==> config.mk <==
export PLATFORM = sky130hd
export DESIGN_NAME = dfpa_arbiter
export DESIGN_NICKNAME = d
export VERILOG_FILES = /design/src/rtl/dfpa_pkg.sv /design/src/rtl/dfpa_arbiter.sv /design/src/rtl/dfpa_level_detect.sv /design/src/rtl/dfpa_pick.sv
export VERILOG_INCLUDE_DIRS = /design/src /design/src/rtl
export SDC_FILE = /design/constraint.sdc
export NUM_CORES = 1
export LEC_CHECK = 0
export ABC_AREA = 1
export BUFFER_PORTS_ARGS = -buffer_cell sky130_fd_sc_hd__buf_4
export CAP_MARGIN = 20
export CORE_MARGIN = 3
export CORE_UTILIZATION = 35
export CTS_CLUSTER_DIAMETER = 150
export DETAILED_ROUTE_END_ITERATION = 10
export SKIP_LAST_GASP = 1
export SYNTH_ARGS = -nofsm -noshare
export SYNTH_HDL_FRONTEND = slang
export SYNTH_SLANG_ARGS = --single-unit
==> constraint.sdc <==
create_clock -name aclk -period 9.6 [get_ports aclk]
set_input_delay 1.44 -clock aclk [delete_from_list [all_inputs] [get_ports aclk]]
set_output_delay 1.44 -clock aclk [all_outputs]
set_load 0.02 [all_outputs]
==> src/rtl/dfpa_cfg.svh <==
// Register offsets, field positions, reset values and write masks of the display FIFO arbiter.
`ifndef DFPA_CFG_SVH
`define DFPA_CFG_SVH

`define DFPA_PRIO_OFFSET 8'h54
`define DFPA_LEVEL_OFFSET 8'h58
`define DFPA_STATUS_OFFSET 8'h5C
`define DFPA_PRIO_RESET 32'h07216543
`define DFPA_PRIO_MASK 32'h07777777
`define DFPA_LEVEL_RESET 32'h00000444
`define DFPA_LEVEL_MASK 32'h00000777
`define DFPA_GRAPHICS_LSB 0
`define DFPA_PANEL_READ_ONE_LSB 4
`define DFPA_VIDEO_ONE_LSB 8
`define DFPA_VIDEO_TWO_LSB 12
`define DFPA_PANEL_WRITE_LSB 16
`define DFPA_CAPTURE_LSB 20
`define DFPA_PANEL_READ_TWO_LSB 24
`define DFPA_FIELD_STRIDE 4

`endif

==> src/rtl/dfpa_pkg.sv <==
// Types shared by the display FIFO arbiter files.
package dfpa_pkg;

   typedef logic [2:0] dfpa_code_t;

   typedef struct packed {
      logic [2:0] index;
      logic valid;
   } dfpa_grant_s;

   typedef enum logic [1:0] {
      DFPA_RESP_OKAY = 2'h0,
      DFPA_RESP_SLVERR = 2'h2
   } dfpa_resp_e;

endpackage : dfpa_pkg

==> src/rtl/dfpa_arbiter.sv <==
// Display FIFO priority arbiter with its AXI4-Lite register slave.
// How it works
// - Seven sources (graphics, panel read one, video one, video two, panel write, capture, panel read two) each have a rank field.
// - A source whose rank field is zero is never granted.
// - Among pending enabled sources the smallest nonzero code wins, 1 highest and 7 lowest.
// - Panel read two rank sits in bits 26:24 and resets to 7.
// - Capture window rank sits in bits 22:20 and resets to 2.
// - Panel write rank sits in bits 18:16 and resets to 1.
// - Video window two rank sits in bits 14:12 and resets to 6.
// - Video window one rank sits in bits 10:8 and resets to 5.
// - Panel read one rank sits in bits 6:4 and resets to 4.
// - Graphics rank sits in bits 2:0 and resets to 3, giving 07216543h for the register.
// - Graphics and video FIFOs request once their empty count reaches a selectable level of 2 to 12, default 6.
`timescale 1ns/100ps
`default_nettype none
`include "dfpa_cfg.svh"

module dfpa_arbiter
   import dfpa_pkg::*;
#(
   parameter int SOURCES = 7,
   parameter int COUNT_W = 5
) (
   input wire logic aclk,
   input wire logic aresetn,
   input wire logic [7:0] s_axi_awaddr,
   input wire logic s_axi_awvalid,
   output logic s_axi_awready,
   input wire logic [31:0] s_axi_wdata,
   input wire logic [3:0] s_axi_wstrb,
   input wire logic s_axi_wvalid,
   output logic s_axi_wready,
   output logic [1:0] s_axi_bresp,
   output logic s_axi_bvalid,
   input wire logic s_axi_bready,
   input wire logic [7:0] s_axi_araddr,
   input wire logic s_axi_arvalid,
   output logic s_axi_arready,
   output logic [31:0] s_axi_rdata,
   output logic [1:0] s_axi_rresp,
   output logic s_axi_rvalid,
   input wire logic s_axi_rready,
   input wire logic [COUNT_W-1:0] graphics_empty,
   input wire logic [COUNT_W-1:0] video_one_empty,
   input wire logic [COUNT_W-1:0] video_two_empty,
   input wire logic panel_read_one_req,
   input wire logic panel_write_req,
   input wire logic capture_req,
   input wire logic panel_read_two_req,
   input wire logic xfer_done,
   output logic [SOURCES-1:0] grant,
   output logic grant_valid
);

   // =====================================================================
   // Registers
   // =====================================================================
   logic [31:0] fifo_priority_select;
   logic [31:0] level_select;
   logic [31:0] next_prio;
   logic [31:0] next_level;
   logic [7:0] aw_addr;
   logic aw_held;
   logic [31:0] w_data;
   logic [3:0] w_strb;
   logic w_held;
   logic do_write;
   logic [SOURCES-1:0] pending;
   logic [SOURCES-1:0] served;
   logic [SOURCES*3-1:0] codes;
   logic [2:0] grant_index;
   dfpa_grant_s pick;
   logic [SOURCES-1:0] zero_mask;

   function automatic logic [31:0] merge(input logic [31:0] old, input logic [31:0] data,
                                         input logic [3:0] strb, input logic [31:0] mask);
      logic [31:0] res;
      res = old;
      for (int b = 0; b < 4; b++) begin
         if (strb[b]) begin
            res[b*8 +: 8] = data[b*8 +: 8];
         end
      end
      merge = res & mask;
   endfunction : merge

   // =====================================================================
   // Write channel
   // =====================================================================
   assign do_write = aw_held && w_held && !s_axi_bvalid;

   always_ff @(posedge aclk) begin
      if (!aresetn) begin
         aw_held <= 1'b0;
         aw_addr <= 8'h00;
         s_axi_awready <= 1'b0;
      end else if (do_write) begin
         aw_held <= 1'b0;
         s_axi_awready <= 1'b0;
      end else if (s_axi_awvalid && s_axi_awready) begin
         aw_held <= 1'b1;
         aw_addr <= s_axi_awaddr;
         s_axi_awready <= 1'b0;
      end else begin
         s_axi_awready <= !aw_held && !s_axi_bvalid;
      end
   end

   always_ff @(posedge aclk) begin
      if (!aresetn) begin
         w_held <= 1'b0;
         w_data <= 32'h00000000;
         w_strb <= 4'h0;
         s_axi_wready <= 1'b0;
      end else if (do_write) begin
         w_held <= 1'b0;
         s_axi_wready <= 1'b0;
      end else if (s_axi_wvalid && s_axi_wready) begin
         w_held <= 1'b1;
         w_data <= s_axi_wdata;
         w_strb <= s_axi_wstrb;
         s_axi_wready <= 1'b0;
      end else begin
         s_axi_wready <= !w_held && !s_axi_bvalid;
      end
   end

   always_ff @(posedge aclk) begin
      if (!aresetn) begin
         s_axi_bvalid <= 1'b0;
         s_axi_bresp <= DFPA_RESP_OKAY;
      end else if (do_write) begin
         s_axi_bvalid <= 1'b1;
         // The status word is read-only, so a write to it answers SLVERR.
         s_axi_bresp <= (aw_addr[7:2] == 6'(`DFPA_PRIO_OFFSET >> 2) || aw_addr[7:2] == 6'(`DFPA_LEVEL_OFFSET >> 2))
                        ? DFPA_RESP_OKAY : DFPA_RESP_SLVERR;
      end else if (s_axi_bready) begin
         s_axi_bvalid <= 1'b0;
      end
   end

   always_comb begin
      next_prio = fifo_priority_select;
      next_level = level_select;
      if (do_write && aw_addr[7:2] == 6'(`DFPA_PRIO_OFFSET >> 2)) begin
         next_prio = merge(fifo_priority_select, w_data, w_strb, `DFPA_PRIO_MASK);
      end
      if (do_write && aw_addr[7:2] == 6'(`DFPA_LEVEL_OFFSET >> 2)) begin
         next_level = merge(level_select, w_data, w_strb, `DFPA_LEVEL_MASK);
      end
   end

   always_ff @(posedge aclk) begin
      if (!aresetn) begin
         fifo_priority_select <= `DFPA_PRIO_RESET;
         level_select <= `DFPA_LEVEL_RESET;
      end else begin
         fifo_priority_select <= next_prio;
         level_select <= next_level;
      end
   end

   // =====================================================================
   // Read channel
   // =====================================================================
   always_ff @(posedge aclk) begin
      if (!aresetn) begin
         s_axi_arready <= 1'b0;
         s_axi_rvalid <= 1'b0;
         s_axi_rdata <= 32'h00000000;
         s_axi_rresp <= DFPA_RESP_OKAY;
      end else if (s_axi_arvalid && s_axi_arready) begin
         s_axi_arready <= 1'b0;
         s_axi_rvalid <= 1'b1;
         s_axi_rresp <= DFPA_RESP_OKAY;
         case (s_axi_araddr[7:2])
            6'(`DFPA_PRIO_OFFSET >> 2): s_axi_rdata <= fifo_priority_select;
            6'(`DFPA_LEVEL_OFFSET >> 2): s_axi_rdata <= level_select;
            6'(`DFPA_STATUS_OFFSET >> 2): s_axi_rdata <= {20'h00000, 4'(grant_index), grant_valid,
                                                          pending};
            default: begin
               s_axi_rdata <= 32'h00000000;
               s_axi_rresp <= DFPA_RESP_SLVERR;
            end
         endcase
      end else if (s_axi_rvalid) begin
         if (s_axi_rready) begin
            s_axi_rvalid <= 1'b0;
         end
      end else begin
         s_axi_arready <= 1'b1;
      end
   end

   // =====================================================================
   // Requests and arbitration
   // =====================================================================
   dfpa_level_detect #(.COUNT_W(COUNT_W)) u_graphics_level (
      .level_sel(level_select[2:0]),
      .empty_count(graphics_empty),
      .request(pending[0])
   );

   dfpa_level_detect #(.COUNT_W(COUNT_W)) u_video_one_level (
      .level_sel(level_select[6:4]),
      .empty_count(video_one_empty),
      .request(pending[2])
   );

   dfpa_level_detect #(.COUNT_W(COUNT_W)) u_video_two_level (
      .level_sel(level_select[10:8]),
      .empty_count(video_two_empty),
      .request(pending[3])
   );

   assign pending[1] = panel_read_one_req;
   assign pending[4] = panel_write_req;
   assign pending[5] = capture_req;
   assign pending[6] = panel_read_two_req;

   // Field i of the register feeds source i in the picker's index order.
   for (genvar g = 0; g < SOURCES; g++) begin : g_codes
      assign codes[g*3 +: 3] = fifo_priority_select[g*`DFPA_FIELD_STRIDE +: 3];
      // Disabled sources are decoded apart from the picker so the checks below stay independent of it.
      assign zero_mask[g] = (fifo_priority_select[g*`DFPA_FIELD_STRIDE +: 3] == 3'h0);
   end

   dfpa_pick #(.SOURCES(SOURCES)) u_pick (
      .pending(pending),
      .codes(codes),
      .pick(pick)
   );

   // A grant is held until the memory side reports its transfer done, so a
   // rank change never cuts a transfer short; the new ranks apply to the next pick.
   always_ff @(posedge aclk) begin
      if (!aresetn) begin
         grant_valid <= 1'b0;
         grant_index <= 3'h0;
         grant <= '0;
      end else if (grant_valid) begin
         if (xfer_done) begin
            grant_valid <= 1'b0;
            grant <= '0;
         end
      end else if (pick.valid) begin
         grant_valid <= 1'b1;
         grant_index <= pick.index;
         grant <= served;
      end
   end

   always_comb begin
      served = '0;
      served[pick.index] = 1'b1;
   end

   // =====================================================================
   // Checks
   // =====================================================================
   disabled_never_a: assert property (@(posedge aclk) disable iff (!aresetn)
      $rose(grant_valid) |-> ($past(zero_mask) & grant) == '0)
      else $error("Granted a source whose rank is zero.");

   grant_hold_a: assert property (@(posedge aclk) disable iff (!aresetn)
      grant_valid && !xfer_done |=> grant_valid && $stable(grant))
      else $error("Grant changed before the transfer finished.");

   reset_value_a: assert property (@(posedge aclk)
      !aresetn |=> fifo_priority_select == 32'h07216543)
      else $error("Priority register reset value wrong.");

   panel_write_top_a: assert property (@(posedge aclk) disable iff (!aresetn)
      !$past(aresetn) && aresetn |-> fifo_priority_select[18:16] == 3'h1)
      else $error("Panel write rank reset value wrong.");

   capture_rank_a: assert property (@(posedge aclk) disable iff (!aresetn)
      !$past(aresetn) && aresetn |-> fifo_priority_select[22:20] == 3'h2)
      else $error("Capture rank reset value wrong.");

   read_two_rank_a: assert property (@(posedge aclk) disable iff (!aresetn)
      !$past(aresetn) && aresetn |-> fifo_priority_select[26:24] == 3'h7)
      else $error("Panel read two rank reset value wrong.");

   video_ranks_a: assert property (@(posedge aclk) disable iff (!aresetn)
      !$past(aresetn) && aresetn |-> fifo_priority_select[14:12] == 3'h6 && fifo_priority_select[10:8] == 3'h5)
      else $error("Video window rank reset values wrong.");

   read_one_rank_a: assert property (@(posedge aclk) disable iff (!aresetn)
      !$past(aresetn) && aresetn |-> fifo_priority_select[6:4] == 3'h4)
      else $error("Panel read one rank reset value wrong.");

   best_wins_a: assert property (@(posedge aclk) disable iff (!aresetn)
      !grant_valid && pending[4] && codes[14:12] == 3'h1 |=> grant_valid && grant_index <= 3'h4)
      else $error("A rank-one source was passed over.");

   tie_order_a: assert property (@(posedge aclk) disable iff (!aresetn)
      !grant_valid && pending[0] && pending[1] && codes[2:0] == 3'h1 && codes[5:3] == 3'h1
      |=> grant_index == 3'h0)
      else $error("Tie not resolved toward graphics.");

   graphics_level_a: assert property (@(posedge aclk) disable iff (!aresetn)
      level_select[2:0] == 3'h4 && graphics_empty == COUNT_W'(5) |-> !pending[0])
      else $error("Graphics request raised below the default level.");

   fixed_wiring_a: assert property (@(posedge aclk) disable iff (!aresetn)
      codes[20:18] == fifo_priority_select[26:24] && codes[2:0] == fifo_priority_select[2:0])
      else $error("Rank fields not routed to their sources.");

   grant_onehot_a: assert property (@(posedge aclk) disable iff (!aresetn)
      grant_valid ? $onehot(grant) : grant == '0)
      else $error("Grant vector not one-hot while valid or not clear while idle.");

   grant_ends_a: assert property (@(posedge aclk) disable iff (!aresetn)
      grant_valid && xfer_done |=> !grant_valid && grant == '0)
      else $error("Grant outlived the end of its transfer.");

   grant_pending_a: assert property (@(posedge aclk) disable iff (!aresetn)
      $rose(grant_valid) |-> ($past(pending) & grant) != '0)
      else $error("Grant given to a source that was not requesting.");

   reserved_clear_a: assert property (@(posedge aclk) disable iff (!aresetn)
      (fifo_priority_select & ~`DFPA_PRIO_MASK) == 32'h00000000)
      else $error("Reserved rank register bits are set.");

   rank_write_a: assert property (@(posedge aclk) disable iff (!aresetn)
      do_write && aw_addr[7:2] == 6'(`DFPA_PRIO_OFFSET >> 2) && w_strb == 4'hF
      |=> fifo_priority_select == ($past(w_data) & `DFPA_PRIO_MASK))
      else $error("Full-word rank write did not land.");

   write_answer_a: assert property (@(posedge aclk) disable iff (!aresetn)
      do_write |=> s_axi_bvalid)
      else $error("Write response did not follow the write.");

   read_answer_a: assert property (@(posedge aclk) disable iff (!aresetn)
      s_axi_arvalid && s_axi_arready |=> s_axi_rvalid)
      else $error("Read data did not follow its address.");

endmodule : dfpa_arbiter
`default_nettype wire

==> src/rtl/dfpa_level_detect.sv <==
// Empty-entry threshold detector that turns a FIFO fill level into a memory request.
`timescale 1ns/100ps
`default_nettype none

module dfpa_level_detect
   import dfpa_pkg::*;
#(
   parameter int COUNT_W = 5
) (
   input wire logic [2:0] level_sel,
   input wire logic [COUNT_W-1:0] empty_count,
   output logic request
);

   // =====================================================================
   // Threshold table
   // =====================================================================
   function automatic logic [COUNT_W-1:0] threshold(input logic [2:0] sel);
      case (sel)
         3'h0: threshold = COUNT_W'(2);
         3'h1: threshold = COUNT_W'(3);
         3'h2: threshold = COUNT_W'(4);
         3'h3: threshold = COUNT_W'(5);
         3'h4: threshold = COUNT_W'(6);
         3'h5: threshold = COUNT_W'(8);
         3'h6: threshold = COUNT_W'(10);
         default: threshold = COUNT_W'(12);
      endcase
   endfunction : threshold

   assign request = (empty_count >= threshold(level_sel));

endmodule : dfpa_level_detect
`default_nettype wire

==> src/rtl/dfpa_pick.sv <==
// Combinational priority picker: smallest nonzero code wins, lowest index breaks ties.
`timescale 1ns/100ps
`default_nettype none

module dfpa_pick
   import dfpa_pkg::*;
#(
   parameter int SOURCES = 7
) (
   input wire logic [SOURCES-1:0] pending,
   input wire logic [SOURCES*3-1:0] codes,
   output dfpa_grant_s pick
);

   always_comb begin
      logic [2:0] best;
      logic [2:0] code;
      best = 3'h0;
      code = 3'h0;
      pick = '{index: 3'h0, valid: 1'b0};
      for (int i = 0; i < SOURCES; i++) begin
         code = codes[i*3 +: 3];
         // Strict less-than keeps the earlier source on equal codes.
         if (pending[i] && code != 3'h0 && (!pick.valid || code < best)) begin
            best = code;
            pick.index = 3'(i);
            pick.valid = 1'b1;
         end
      end
   end

endmodule : dfpa_pick
`default_nettype wire

==> impl_metrics.json <==
{
  "status": "finished clean",
  "crit_cells": 52,
  "p_int_w": 0.000713,
  "power.density_nw_per_um2": 155,
  "worstPathArrival_ps": 7750,
  "relSlewSlack_pct": 43.4,
  "crit_slowest_cell": "ha_1",
  "setup_viol": 0,
  "htreeDepth": 3,
  "avgSynthCellArea_um2": 7.29,
  "synthCells": 695,
  "postRouteAntennaNets": 0,
  "drtPass1Iterations": 4,
  "drc": 0,
  "ys_warn_count": 0,
  "max_stage_delay_ps": 310,
  "antenna_found_initial": 0,
  "totalWireLength_mm": 12.6,
  "worstSetupPathType": "input port to flip-flop",
  "initial_core_util_pct": 36.1,
  "synth.top_cell.area_share_pct": 41.1,
  "cts_resized": 0,
  "power_w": 0.000970,
  "clkPwrFrac_pct": 38.9,
  "synth-seq-cells": 104,
  "comb_power_share_pct": 13.8,
  "final_cells": 974,
  "post-cts-setup-buffers": 0,
  "drv_slew": 0,
  "cp.required_ps": 9820,
  "drt_iter0_drc": 236,
  "grt_pass1_vias": 4212,
  "worst_slew_pin_slew_ps": 849,
  "num_rows": 43,
  "clockRootBuffer": "clkbuf_16",
  "vias_per_cell": 4.70,
  "netlist_area_um2": 5070,
  "rsz0062_at_grt": "false",
  "critPathMostFrequentCell": "nand2_1",
  "use_met3_pct": 5.43,
  "hold_class": "flip-flop to flip-flop",
  "coreArea_um2": 14000,
  "yosys-top-cells-count": "nor2_1, dfxtp_1, nand2_1",
  "switching_share_pct": 26.5,
  "crit_family": "simple AND/OR/NAND/NOR gates",
  "p_switching_w": 0.000257,
  "io_pins": 128,
  "yosys.area.top_type": "dfxtp_1",
  "die_h_um": 126,
  "hpwl_mm": 9.58,
  "port_buffers": 101,
  "peakVddDrop_mv": 0.0867,
  "fin_nets": 892,
  "grt_use_total_pct": 16.2,
  "tritoncts": "built",
  "die_area_um2": 16000,
  "synth_cell_types": 31,
  "cp-end-kind": "flip-flop",
  "ys_top_cells_by_area": "dfxtp_1, o21ai_0, nor2_1",
  "leakagePower_nw": 2.97,
  "dp.cells": 958,
  "hold_violations": 0,
  "cts_hold_buf": 0,
  "sequentialPowerShare_pct": 47.3,
  "die-width_um": 126,
  "synth_edf_count": 0,
  "insertion_delay_ps": 350,
  "use_met1_pct": 23.8,
  "synthArstFlopShare_pct": 0,
  "vias": 4579,
  "area_growth_syn_to_layout_pct": 23.4,
  "final.min_clock_period_ps": 7520,
  "drive_gt1_share_pct": 18.6,
  "synth_ff_type": "dfxtp_1",
  "place_congestion": 0.859,
  "clkSinkCount": 104,
  "clk_pin_slew_ps": 70,
  "grt_pass1_wl_mm": 21.1,
  "whs_path_depth": 2,
  "wire_per_inst_um": 13.0,
  "cts_buffer_depth": 2,
  "overflow": 0,
  "antennaDiodeCount": 0,
  "fmax_mhz": 133,
  "whs_ps": 456,
  "setup_tns_ps": 0,
  "worstPathMaxFanout": 8,
  "path_buf_inv": 3,
  "yosys.cell_count.top_type": "nor2_1",
  "cts_buffers": 9,
  "period_share_pct": 78.4,
  "reg2regPathDepth": 55,
  "drv_cap": 0,
  "busiest_layer": "met1",
  "ys_seq_area_share_pct": 41.1,
  "r2r_slack_ps": 2440,
  "use_met2_pct": 22.9,
  "fin_worst_skew_ps": 5.77,
  "start_kind": "input port",
  "grt_max_degree": 94
}
==> placed cells by master, fill, tap and decap left out, types with 8 or more instances in the layout <==
cell       instances
a21oi_1           35
nand3_1           43
o211ai_1          11
o31ai_1            8
nand2_4           10
inv_1             85
clkbuf_16          9
nand2_1           99
nor2_1           105
nand2_2           10
conb_1            11
buf_4            102
ha_1              24
dfxtp_1          104
o21ai_0           97
==> flip-flops by register name, summed over array words and instances (netlist names), 3 cells and up <==
register / count
s_axi_rdata: 23
fifo_priority_select: 21
w_data: 21
level_select: 9
grant: 7
aw_addr: 6
w_strb: 4
grant_index: 3
==> tightest hold or removal path: stages, from the launching register on <==
cell     delay [ps]
dfxtp_1         300
inv_1            60
a21oi_1          50
==> worst paths after layout <==
path | to | start
worst max-delay path | grant[0] | graphics_empty[3]
worst min-delay path | aw_addr[6] | aw_addr[6]
worst max register to register | grant[0] | level_select[0]
worst min register to register | aw_addr[6] | aw_addr[6]
==> power by group through the flow <==
stage | registers (W) | logic [W] | clock network, W
after floorplan | 0.000471 | 0.0000874 | 0
after global placement | 0.000468 | 0.000134 | 0
after detailed placement | 0.000468 | 0.000135 | 0
after CTS | 0.000458 | 0.000135 | 0.000390
after global routing | 0.000461 | 0.000154 | 0.000407
final | 0.000459 | 0.000134 | 0.000377
==> routing by layer <==
layer | vias to the layer above | share of wire [%]
met4 | 0 | 0.53
met3 | 6 | 6.5
met2 | 99 | 41
li1 | 2456 | -
met1 | 2018 | 52
met5 | - | 0
==> logic make-up (layout without fill, tap and decap cells) <==
family / after synthesis / in the layout / synth area share [%]
DFF: 104 / 104 / 41.1
AOI/OAI and AO/OA: 167 / 167 / 18.5
and+or+nand+nor: 282 / 282 / 25.0
adders and majority gates: 24 / 24 / 5.92
other: 1 / 11 / 0.0740
buffers and inverters: 117 / 206 / 9.48
==> through the flow <==
stage | worst slack (ps) | util (%) | cell area [µm²]
floorplan | 2450 | - | 5110
global placement | 1680 | 42.4 | 5950
detailed placement | 1710 | 42.4 | 5950
CTS | 2060 | 44.5 | 6250
global route | 1220 | 44.5 | 6250
finish | 2080 | 44.5 | 6250
==> cell type report <==
type,count,area (µm²)
Timing Repair Buffer,102,766
Fill cell,1484,7790
Inverter,88,330
Clock buffer,11,243
Clock inverter,5,63.8
Tap cell,180,225
Sequential cell,104,2080
Multi-Input combinational cell,484,2540
Note: power is estimated with default switching activity, not from simulation.
